**config.mk**
```make
export PLATFORM = sky130hd
export DESIGN_NAME = mord_decoder
export DESIGN_NICKNAME = d
export VERILOG_FILES = /design/src/mord_pkg.sv /design/src/mord_field_dec.sv /design/src/mord_decoder.sv
export VERILOG_INCLUDE_DIRS = /design/src
export SDC_FILE = /design/constraint.sdc
export NUM_CORES = 1
export LEC_CHECK = 0
export ABC_AREA = 1
export BUFFER_PORTS_ARGS = -buffer_cell sky130_fd_sc_hd__buf_2
export CORE_MARGIN = 10
export CORE_UTILIZATION = 30
export DETAILED_ROUTE_END_ITERATION = 7
export PLACE_DENSITY = 0.54
export REMOVE_ABC_BUFFERS = 1
export SYNTH_ARGS = -nofsm -noshare
export SYNTH_HDL_FRONTEND = slang
export SYNTH_SLANG_ARGS = --single-unit
```
**constraint.sdc**
```tcl
create_clock -name i_clk -period 2.4 [get_ports i_clk]
set_input_delay 0.48 -clock i_clk [delete_from_list [all_inputs] [get_ports i_clk]]
set_output_delay 0.48 -clock i_clk [all_outputs]
set_load 0.01 [all_outputs]
```
**src/mord_defs.svh**
```systemverilog
// Purpose: constants of the multiply-accumulate opcode range decoder
// Assumes: included by its bare name after the package
// Notes:   offsets are byte addresses on the register bus
`ifndef MORD_DEFS_SVH
`define MORD_DEFS_SVH

// opcode prefix bits 31:25 and option field bits 24:21
`define MORD_PFX_MSB     31
`define MORD_PFX_LSB     25
`define MORD_PFX         7'h60
`define MORD_MMOD_MSB    24
`define MORD_MMOD_LSB    21
`define MORD_MMOD_IS     4'h8
`define MORD_MMOD_SCALED_SIGNED_INTEGER_OPTION   4'h9
`define MORD_MMOD_IH     4'hB
`define MORD_IH_LAST     32'hC165_D9FF

// field positions
`define MORD_B_MIX       20
`define MORD_B_FULL      19
`define MORD_B_W1        18
`define MORD_OP1_MSB     17
`define MORD_OP1_LSB     16
`define MORD_B_H01       15
`define MORD_B_H11       14
`define MORD_B_W0        13
`define MORD_OP0_MSB     12
`define MORD_OP0_LSB     11
`define MORD_B_H00       10
`define MORD_B_H10       9
`define MORD_DST_MSB     8
`define MORD_DST_LSB     6
`define MORD_SRC0_MSB    5
`define MORD_SRC0_LSB    3
`define MORD_SRC1_MSB    2
`define MORD_SRC1_LSB    0

// register map and reset values
`define MORD_ADR_CTRL    8'h00
`define MORD_ADR_STAT    8'h04
`define MORD_ADR_LAST    8'h08
`define MORD_ADR_CTL     8'h0C
`define MORD_CTRL_RST    1'h1
`define MORD_CNT_RST     16'h0000

`endif

```
**src/mord_pkg.sv**
```systemverilog
// Purpose: types of the multiply-accumulate opcode range decoder
// Assumes: nothing
// Notes:   accumulator op codes equal the raw two-bit opcode field
`default_nettype none
package mord_pkg;

  typedef enum logic [1:0] {
    MORD_ACC_LOAD = 2'h0,
    MORD_ACC_ADD  = 2'h1,
    MORD_ACC_SUB  = 2'h2,
    MORD_ACC_IDLE = 2'h3
  } mord_acc_op_t;

  typedef enum logic [1:0] {
    MORD_OPT_NONE   = 2'h0,
    MORD_OPT_INT    = 2'h1,
    MORD_OPT_SCALED = 2'h2,
    MORD_OPT_HIGH   = 2'h3
  } mord_opt_t;

  typedef struct packed {
    mord_opt_t    opt;      // arithmetic option
    logic         mixed;    // mixed-operand flag
    logic         full;     // full data register destination
    mord_acc_op_t a0_op;    // accumulator_zero operation
    logic         a0_mul;   // accumulator_zero takes a product
    logic         a0_wr;    // accumulator_zero result written back
    mord_acc_op_t a1_op;    // accumulator_one operation
    logic         a1_mul;   // accumulator_one takes a product
    logic         a1_wr;    // accumulator_one result written back
    logic [3:0]   half_sel; // source_half_operand selects
    logic [2:0]   dst;      // destination register number
    logic [2:0]   src0;     // first source register
    logic [2:0]   src1;     // second source register
  } mord_ctl_t;

endpackage : mord_pkg
`default_nettype wire

```
**src/mord_field_dec.sv**
```systemverilog
// Purpose: combinational field decode of one mac opcode word
// Assumes: word is stable for the cycle it is sampled
// Notes:   two single-accumulator full-register families override
//          the plain field view
`timescale 1ns/1ps
`default_nettype none
`include "mord_defs.svh"
module mord_field_dec
  import mord_pkg::*;
(
  input  wire logic [31:0] i_instr,    // opcode word
  output var  mord_ctl_t   o_ctl,      // decoded controls
  output var  logic        o_in_slice  // word lies in this slice
);

  function automatic logic takes_mul(input logic [1:0] code);
    return code != MORD_ACC_IDLE;
  endfunction : takes_mul

  function automatic mord_opt_t opt_of(input logic [3:0] mmod);
    return (mmod == `MORD_MMOD_IS)   ? MORD_OPT_INT :
           (mmod == `MORD_MMOD_SCALED_SIGNED_INTEGER_OPTION) ? MORD_OPT_SCALED :
           (mmod == `MORD_MMOD_IH)   ? MORD_OPT_HIGH : MORD_OPT_NONE;
  endfunction : opt_of

  wire logic [3:0] mmod = i_instr[`MORD_MMOD_MSB:`MORD_MMOD_LSB];
  wire logic       full = i_instr[`MORD_B_FULL];
  wire logic       w0   = i_instr[`MORD_B_W0];
  wire logic       w1   = i_instr[`MORD_B_W1];
  wire logic [1:0] op0  = i_instr[`MORD_OP0_MSB:`MORD_OP0_LSB];
  wire logic [1:0] op1  = i_instr[`MORD_OP1_MSB:`MORD_OP1_LSB];
  wire mord_opt_t  opt  = opt_of(mmod);

  // high-half option only partly belongs here
  wire logic ih_ok = (opt != MORD_OPT_HIGH) |
                     (i_instr <= `MORD_IH_LAST);
  wire logic pfx_ok = i_instr[`MORD_PFX_MSB:`MORD_PFX_LSB] == `MORD_PFX;

  // single accumulator_one to odd register
  wire logic odd_single = full & ~w1 & takes_mul(op1) & ~w0 &
                          ~takes_mul(op0);
  // single accumulator_zero to even register beats dual view
  wire logic even_single = full & w1 & (op1 == 2'h1) &
                           (i_instr[15:13] == 3'h0) &
                           takes_mul(op0);

  wire mord_acc_op_t a1_op = even_single ? MORD_ACC_IDLE
                                         : mord_acc_op_t'(op1);

  assign o_in_slice     = pfx_ok & (opt != MORD_OPT_NONE) & ih_ok;
  assign o_ctl.opt      = opt;
  assign o_ctl.mixed    = i_instr[`MORD_B_MIX];
  assign o_ctl.full     = full;
  assign o_ctl.a0_op    = mord_acc_op_t'(op0);
  assign o_ctl.a0_mul   = takes_mul(op0);
  assign o_ctl.a0_wr    = w0 | even_single;
  assign o_ctl.a1_op    = a1_op;
  assign o_ctl.a1_mul   = takes_mul(a1_op);
  assign o_ctl.a1_wr    = (w1 & ~even_single) | odd_single;
  assign o_ctl.half_sel = {i_instr[`MORD_B_H00], i_instr[`MORD_B_H10],
                           i_instr[`MORD_B_H01], i_instr[`MORD_B_H11]};
  assign o_ctl.dst  = i_instr[`MORD_DST_MSB:`MORD_DST_LSB];
  assign o_ctl.src0 = i_instr[`MORD_SRC0_MSB:`MORD_SRC0_LSB];
  assign o_ctl.src1 = i_instr[`MORD_SRC1_MSB:`MORD_SRC1_LSB];

endmodule : mord_field_dec
`default_nettype wire

```
**src/mord_decoder.sv**
```systemverilog
// Purpose: mac opcode range decoder with wishbone status registers
// Assumes: opcode words come from logic on i_clk, no synchroniser
// Notes:   one cycle from opcode to registered controls
`timescale 1ns/1ps
`default_nettype none
`include "mord_defs.svh"
module mord_decoder
  import mord_pkg::*;
(
  input  wire logic        i_clk,         // core clock, 125 MHz
  input  wire logic        i_rst_n,       // async reset, active low
  input  wire logic        i_instr_valid, // opcode word present
  input  wire logic [31:0] i_instr,       // opcode word
  output var  logic        o_ctl_valid,   // controls valid pulse
  output var  mord_ctl_t   o_ctl,         // datapath controls
  output var  logic        o_unsupported, // word outside slice pulse
  input  wire logic        i_wb_cyc,      // wishbone cycle
  input  wire logic        i_wb_stb,      // wishbone strobe
  input  wire logic        i_wb_we,       // wishbone write
  input  wire logic [7:0]  i_wb_adr,      // wishbone byte address
  input  wire logic [3:0]  i_wb_sel,      // wishbone byte enables
  input  wire logic [31:0] i_wb_dat,      // wishbone write data
  output var  logic [31:0] o_wb_dat,      // wishbone read data
  output var  logic        o_wb_ack       // wishbone acknowledge
);

  ////////////////////////////////////////////////////////////////////
  // decode

  mord_ctl_t dec_ctl;
  logic      dec_in_slice;

  mord_field_dec u_dec (
    .i_instr    (i_instr),
    .o_ctl      (dec_ctl),
    .o_in_slice (dec_in_slice)
  );

  logic        en_reg;
  logic        ctl_valid_reg;
  mord_ctl_t   ctl_reg;
  logic        unsup_reg;
  logic [31:0] last_reg;
  logic [15:0] cnt_ok_reg;
  logic [15:0] cnt_bad_reg;
  logic [15:0] cnt_ok_next;
  logic [15:0] cnt_bad_next;

  // disabled decoder drops words silently
  wire logic go      = i_instr_valid & en_reg;
  wire logic take_ok = go & dec_in_slice;
  wire logic take_bad = go & ~dec_in_slice;

  always_ff @(posedge i_clk or negedge i_rst_n) begin
    if (!i_rst_n) begin
      ctl_valid_reg <= 1'h0;
      unsup_reg     <= 1'h0;
      ctl_reg       <= '0;
      last_reg      <= 32'h0000_0000;
    end else begin
      ctl_valid_reg <= take_ok;
      unsup_reg     <= take_bad;
      if (take_ok) begin
        ctl_reg  <= dec_ctl;
        last_reg <= i_instr;
      end
    end
  end

  assign o_ctl_valid   = ctl_valid_reg;
  assign o_ctl         = ctl_reg;
  assign o_unsupported = unsup_reg;

  ////////////////////////////////////////////////////////////////////
  // wishbone slave

  logic        ack_reg;
  logic [31:0] rd_reg;

  wire logic wb_req  = i_wb_cyc & i_wb_stb & ~ack_reg;
  wire logic wb_wr   = wb_req & i_wb_we;
  wire logic hit_ctrl = i_wb_adr == `MORD_ADR_CTRL;
  wire logic hit_stat = i_wb_adr == `MORD_ADR_STAT;
  wire logic hit_last = i_wb_adr == `MORD_ADR_LAST;
  wire logic hit_ctl  = i_wb_adr == `MORD_ADR_CTL;
  wire logic wr_en   = wb_wr & hit_ctrl & i_wb_sel[0];
  wire logic clr_cnt = wb_wr & hit_stat & (|i_wb_sel);

  wire logic [31:0] rd_mux =
    hit_ctrl ? {31'h0000_0000, en_reg} :
    hit_stat ? {cnt_bad_reg, cnt_ok_reg} :
    hit_last ? last_reg :
    hit_ctl  ? {7'h00, ctl_reg} : 32'h0000_0000;

  // an event in the clearing cycle still counts
  assign cnt_ok_next  = (clr_cnt ? `MORD_CNT_RST : cnt_ok_reg) +
                        {15'h0000, take_ok};
  assign cnt_bad_next = (clr_cnt ? `MORD_CNT_RST : cnt_bad_reg) +
                        {15'h0000, take_bad};

  always_ff @(posedge i_clk or negedge i_rst_n) begin
    if (!i_rst_n) begin
      ack_reg <= 1'h0;
      rd_reg  <= 32'h0000_0000;
    end else begin
      ack_reg <= wb_req;
      rd_reg  <= (wb_req & ~i_wb_we) ? rd_mux : 32'h0000_0000;
    end
  end

  always_ff @(posedge i_clk or negedge i_rst_n) begin
    if (!i_rst_n) begin
      en_reg      <= `MORD_CTRL_RST;
      cnt_ok_reg  <= `MORD_CNT_RST;
      cnt_bad_reg <= `MORD_CNT_RST;
    end else begin
      if (wr_en) begin
        en_reg <= i_wb_dat[0];
      end
      cnt_ok_reg  <= cnt_ok_next;
      cnt_bad_reg <= cnt_bad_next;
    end
  end

  assign o_wb_ack = ack_reg;
  assign o_wb_dat = rd_reg;

  wire logic [1:0] in_op0 = i_instr[12:11];
  wire logic [1:0] in_op1 = i_instr[17:16];
endmodule : mord_decoder
`default_nettype wire

```
==> out/metrics.yaml, run 1 <==
cts_buffers: 9
p_switching_mw: 0.847
grt_pass1_wl_um: 26200
initial_utilization_pct: 30.8
nFillCells: 1871
p_int_mw: 2.74
post-layout-total-power_mw: 3.59
worst-setup-path-type: "in -> reg"
drc: 0
die-height_um: 156
antenna_violating_nets_post_route: 0
diodes_inserted: 0
final.setup.tns_ns: 0
clk_lat_worst_skew_ns: 0.36
globalRouteTotalUtil_pct: 13.5
cp.required_ns: 2.68
syn_area_um2: 5580
timing.fmax_ghz: 0.453
stdcell_count: 1065
drtPass1Iterations: 4
detailed_place_hpwl_um: 12000
grt_antenna_before_repair: 0
drtIter0Drc: 311
finalHoldViolations: 0
timing_worst_slew_pin_value_ns: 0.595
ys_seq_area_share_pct: 48.4
holdWs_ns: 0.200
drv_cap: 0
numPortBuffers: 110
max-vdd-ir-drop_mv: 0.319
nNetsFinal: 917
areaGrowthSynthToFinish_pct: 26.7
h-tree-depth: 3
worst_hold_path_type: "in -> async"
tritoncts: "done"
timing.clock.skew_ns: 0.00602
power_switching_share_pct: 23.6
count_of_warnings_emitted_by_yosys: 0
gp_congestion: 0.819
core.rowCount: 49
first_global_vias: 4845
viasPerCell: 4.64
routed-via-count: 4939
fp.dieArea_um2: 24500
core_area_um2: 18100
status: "finished clean"
type_of_element_launching_the_critical_path: "primary input"
sequentialPowerShare_pct: 51.0
wire_per_inst_um: 15.2
postSynthCellCount: 685
cts_num_sinks: 108
io_pins: 142
timing.final.ws_setup_ns: 0.194
postSynthRegisterBits: 108
report.final.slew_viol_count: 0
wire_length_after_detailed_routing_um: 16100
largest_net_degree_at_the_start_of_global_routing: 109
power_frac_clock_pct: 42.7
ctsHoldBuffers: 0
clockBufferDepth: 2
critPathSlowestCell: "a21oi_2"
critPathMaxFanout: 4
p_per_area_nw_per_um2: 507
clock_tree_root: "clkbuf_16"
largest_register_ffs: 32
timing.critical_path.cells: "buf_4 > inv_1 > nor2_1 > nand3_1 > nor2_2 > nand2_1 > nand2_1 > nand3b_1 > a21oi_2 > ha_2 > ha_4 > nand4_1 > nor2_2 > buf_4 > xnor2_1"
pre_cts_slack_ns: -0.406
critical-path-max-stage-delay_ns: 0.25
dp.cells: 1042
syn_avg_cell_area_um2: 8.15
yosys.cell_types.count: 33
finalSetupViolCount: 0
slew_hr_pct: 60.4
path_clk_slew_ns: 0.07
period_minus_slack_ns: 2.21
power_leakage_nw: 3.81
gr-total-overflow: 0
worst_setup_path_end_kind: "flop"
final_cycle_utilization_of_the_critical_path_pct: 91.9
rsz0062_at_grt: "no"
critical_path_arrival_ns: 2.48
die_w_um: 156
p_comb_share_pct: 6.3
drive_above_1_share_pct: 29.1
-- kinds of logic after synthesis --
kind of cell             synth area share, %
buffers and inverters                   10.8
AO/OA/AOI/OAI                           5.87
XOR/XNOR                                2.04
AND/OR/NAND/NOR                         31.7
multiplexers                           0.202
flip-flops                              48.4
adder cells (fa/ha/maj)                0.897
-- cell usage in the layout (no fill, tap or decap), drive strengths merged --
| master | n |
|---|---|
| xor2 | 6 |
| bufinv | 1 |
| ha | 4 |
| clkinvlp | 1 |
| nand2 | 180 |
| dfrtp | 107 |
| o211ai | 8 |
| nor2 | 68 |
| o21ai | 5 |
| nand3b | 2 |
| mux2 | 1 |
| clkinv | 3 |
| a21oi | 23 |
| dfstp | 1 |
| xnor2 | 7 |
| o2111ai | 6 |
| inv | 84 |
| clkbuf | 9 |
| nand4 | 48 |
| o221ai | 6 |
| buf | 182 |
| nor3 | 5 |
| o21bai | 3 |
| nand3 | 76 |
-- routing by layer --
layer	track usage [%]	vias to the layer above	share of wire (%)
li1	-	2511	-
met1	17.7	2285	46
met2	21.5	141	47
met3	4.33	2	7.1
met4	2.74	0	0.25
met5	0	-	0
-- critical path: cells and delay by family --
kind,cells,cell delay (ns)
AND/OR/NAND/NOR,8,1.00
adder cells (fa/ha/maj),2,0.37
buffers and inverters,3,0.28
AO/OA/AOI/OAI,1,0.25
XOR/XNOR,1,0.10
-- power groups by stage --
stage | sequential, mW | clock (mW) | combinational, mW
after floorplan | 1.87 | 0 | 0.0548
after global placement | 1.87 | 0 | 0.220
after detailed placement | 1.87 | 0 | 0.223
after CTS | 1.83 | 1.58 | 0.223
after global routing | 1.83 | 1.65 | 0.256
final | 1.83 | 1.53 | 0.227
-- synthesized netlist by cell type --
cell type / instances / area share (%)
a21oi_1: 23 / 2.1
buf_1: 3 / 0.20
buf_2: 13 / 1.2
buf_4: 18 / 2.4
buf_6: 5 / 1.0
clkbuf_1: 8 / 0.54
dfrtp_1: 107 / 48
dfstp_2: 1 / 0.47
ha_1: 4 / 0.90
inv_1: 74 / 5.0
inv_2: 8 / 0.54
mux2_2: 1 / 0.20
nand2_1: 176 / 12
nand2_2: 3 / 0.34
nand2_4: 1 / 0.20
nand3_1: 68 / 6.1
nand3_2: 7 / 1.3
nand3_4: 1 / 0.31
nand3b_1: 2 / 0.27
nand4_1: 47 / 5.3
nand4_4: 1 / 0.38
nor2_1: 58 / 3.9
nor2_2: 7 / 0.78
nor2_4: 3 / 0.61
nor3_1: 5 / 0.45
o2111ai_1: 6 / 0.94
o211ai_1: 8 / 1.1
o21ai_0: 4 / 0.36
o21ai_1: 1 / 0.090
o21bai_1: 3 / 0.40
o221ai_1: 6 / 0.94
xnor2_1: 7 / 1.1
xor2_1: 6 / 0.94
-- timing repair --
action / CTS / global route
setup buffers: 0 / 7
gates resized for setup: 1 / 17
pin swaps: 0 / 12
setup endpoints to repair: 2 / 15
gates cloned: 0 / 0
-- layout make-up --
type	count	area, um^2	area share, %
clock buffer	9	225	3.18
tap	229	287	4.05
multi-input combinational	448	2320	32.8
sequential	108	2700	38.2
clock inverter	7	73.8	1.04
timing repair buffer	182	1160	16.4
inverter	82	308	4.35
-- path summary, 6_finish.rpt --
path	start	to	slack (ns)	cells past startpoint
setup reg to reg	en_reg$_DFFE_PN1P_	cnt_ok_reg[4]$_DFF_PN0_	0.30	10
max in group asynchronous	i_rst_n	o_wb_dat[14]$_DFF_PN0_	1.76	2
hold reg to reg	last_reg[24]$_DFFE_PN0P_	last_reg[24]$_DFFE_PN0P_	0.46	2
min in group i_clk	i_wb_dat[0]	en_reg$_DFFE_PN1P_	0.36	2
hold / removal	i_rst_n	cnt_bad_reg[14]$_DFF_PN0_	0.20	2
setup / recovery	i_instr[22]	cnt_bad_reg[6]$_DFF_PN0_	0.19	15
-- through the flow --
stage / instance area (um^2) / utilization [%]
finish: 7070 / 39.0
global route: 7070 / 39.0
CTS: 6970 / 38.4
global placement: 6660 / 36.7
floorplan: 5280 / -
detailed placement: 6660 / 36.7
No activity file was read; power rests on OpenSTA's default activity.
==> run 2, diff against run 1 <==
- CORE_ASPECT_RATIO: default -> 0.9
==> out/metrics.yaml, run 2 (synthesized netlist as in run 1, its figures left out) <==
drtIter0Drc: 317  # +1.9%
status: "finished clean"
final_cycle_utilization_of_the_critical_path_pct: 93.4  # +1.5 points
initial_utilization_pct: 30.4  # -0.34 points
nNetsFinal: 926  # +0.98%
areaGrowthSynthToFinish_pct: 28.3
timing_worst_slew_pin_value_ns: 0.581  # -0.0140 ns
wire_per_inst_um: 15.1  # -0.13%
p_per_area_nw_per_um2: 502  # -1.1%
gp_congestion: 0.808  # -1.3%
grt_antenna_before_repair: 0  # unchanged
max-vdd-ir-drop_mv: 0.328  # +2.9%
setup.reg_to_reg.worst_slack_ns: 0.33  # +0.03 ns
nFillCells: 1992  # +6.5%
h-tree-depth: 3  # unchanged
die_w_um: 164  # +4.7%
grt_pass1_wl_um: 26800  # +2.3%
finalSetupViolCount: 0  # unchanged
wire_length_after_detailed_routing_um: 16500  # +2.2%
drtPass1Iterations: 4  # unchanged
commonest_non_fill_non_tap_cell_in_the_layout: "nand2_1"
io_pins: 142  # unchanged
diodes_inserted: 0  # unchanged
viasPerCell: 4.58  # -1.2%
dp.cells: 1069  # +2.6%
first_global_vias: 5080  # +4.9%
globalRouteTotalUtil_pct: 13.8  # +0.26 points
routed-via-count: 4992  # +1.1%
seq_area_um2: 2700  # unchanged
worst_path_most_repeated_cell: "nand2_1"
antenna_violating_nets_post_route: 0  # unchanged
layout.core_utilization_pct: 39.0  # +0.059 points
largest_net_degree_at_the_start_of_global_routing: 43  # -61%
clk_lat_worst_skew_ns: 0.36  # about the same
worst-setup-path-type: "in -> reg"
detailed_place_hpwl_um: 12500  # +4.3%
slew_hr_pct: 61.2  # +0.84 points
crit-reg2reg-launch: "en_reg$_DFFE_PN1P_"
gr-total-overflow: 0  # unchanged
report.final.slew_viol_count: 0  # unchanged
die-height_um: 149  # -4.5%
drive_above_1_share_pct: 30.5  # +1.5 points
critPathSlowestCell: "a21oi_2"
clockBufferDepth: 2  # unchanged
fp.dieArea_um2: 24500  # about the same
cp.required_ns: 2.65  # -0.03 ns
stdcell_count: 1090  # +2.3%
holdWs_ns: 0.0787  # -0.121 ns
final_cell_mix: "175 x nand2_1, 108 x buf_2, 107 x dfrtp_1"
cts_num_sinks: 108  # unchanged
type_of_element_launching_the_critical_path: "primary input"
drc: 0  # unchanged
worst_hold_path_type: "in -> async"
pre_cts_slack_ns: -0.420  # -0.0132 ns
critical-path-max-stage-delay_ns: 0.23  # -0.02 ns
tritoncts: "done"
path_clk_slew_ns: 0.08  # about the same
largest_register_ffs: 32  # unchanged
r2r.worst_path.cells: 11  # +1
regToRegEndpoint: "cnt_ok_reg[14]$_DFF_PN0_"
timing.critical_path.cells: "buf_2 > inv_1 > nand4_1 > o21ai_2 > nand2_1 > nand2_1 > nand3b_1 > a21oi_2 > ha_2 > ha_4 > nand4_1 > buf_4 > inv_4 > nand2_4 > o21bai_1 > nand2_1"
multi_input_comb_area_um2: 2350  # +1.3%
timing.fmax_ghz: 0.446  # -1.6%
timing.clock.skew_ns: 0.00873  # +0.00272 ns
core.rowCount: 47  # -4.1%
clock_tree_root: "clkbuf_16"
ctsHoldBuffers: 0  # unchanged
core_area_um2: 18300  # +1.1%
numPortBuffers: 110  # unchanged
critPathMaxFanout: 4  # unchanged
timing.final.ws_setup_ns: 0.159  # -0.0349 ns
drv_cap: 0  # unchanged
power_leakage_nw: 3.85  # +1.0%
cts_buffers: 9  # unchanged
finalHoldViolations: 0  # unchanged
worst_setup_path_end_kind: "flop"
critical_path_arrival_ns: 2.49  # about the same
period_minus_slack_ns: 2.24  # +0.0349 ns
==> run 2: timing repair <==
item | CTS | global route
setup buffers | 0 | 5
pin swaps | 0 | 12
gates resized for setup | 2 | 23
endpoints found under the setup margin | 1 | 19
hold endpoints to repair | 0 | 0
cloned | 0 | 0
==> run 2: critical path, delay by kind of cell <==
kind / cells / cell delay, ns
AOI/OAI and AO/OA: 3 / 0.55
buffers and inverters: 4 / 0.42
and+or+nand+nor: 7 / 0.67
adders and majority gates: 2 / 0.37
==> run 2: layer usage <==
| layer | up-vias | track usage [%] | share of wire [%] |
|---|---|---|---|
| met5 | - | 0 | 0 |
| met4 | 0 | 2.77 | 1.0 |
| met3 | 10 | 4.80 | 6.4 |
| met2 | 102 | 21.1 | 45 |
| met1 | 2347 | 18.6 | 48 |
| li1 | 2533 | - | - |
==> run 2: power by group <==
| part | switching, mW | internal, mW | leakage [nW] |
|---|---|---|---|
| combinational | 0.132 | 0.103 | 2.25 |
| sequential | 0.00458 | 1.83 | 1.46 |
| clock | 0.687 | 0.841 | 0.142 |
| total | 0.824 | 2.77 | 3.85 |
==> run 2: area by class of cell <==
cell class | instances | share of cell area [%]
sequential | 108 | 37.7
clock buffer | 11 | 3.39
multi-input combinational | 448 | 32.8
clock inverter | 5 | 0.821
timing repair buffer | 191 | 16.6
inverter | 82 | 4.33
tap | 245 | 4.28
==> run 2: how the worst max path moves through the flow <==
stage,start,to,slack (ns),cells after the start
4_1_cts,i_instr[23],cnt_ok_reg[10]$_DFF_PN0_,0.02,15
3_3_place_gp,i_instr[13],cnt_bad_reg[10]$_DFF_PN0_,-0.40,16
5_1_grt,i_instr[16],cnt_bad_reg[10]$_DFF_PN0_,-0.02,17
2_1_floorplan,i_instr[24],cnt_ok_reg[14]$_DFF_PN0_,-1.88,15
6_report,i_instr[13],cnt_bad_reg[10]$_DFF_PN0_,0.16,16
3_5_place_dp,i_instr[13],cnt_bad_reg[10]$_DFF_PN0_,-0.42,16
==> run 2: metrics by stage <==
| stage | TNS (ns) | power (mW) | area [um^2] |
|---|---|---|---|
| finish | 0 | 3.59 | 7160 |
| global route | -0.0163 | 3.75 | 7160 |
| CTS | 0 | 3.64 | 7050 |
| detailed placement | -5.06 | 2.09 | 6740 |
| global placement | -4.58 | 2.09 | 6740 |
| floorplan | -67.72 | 1.92 | 5280 |
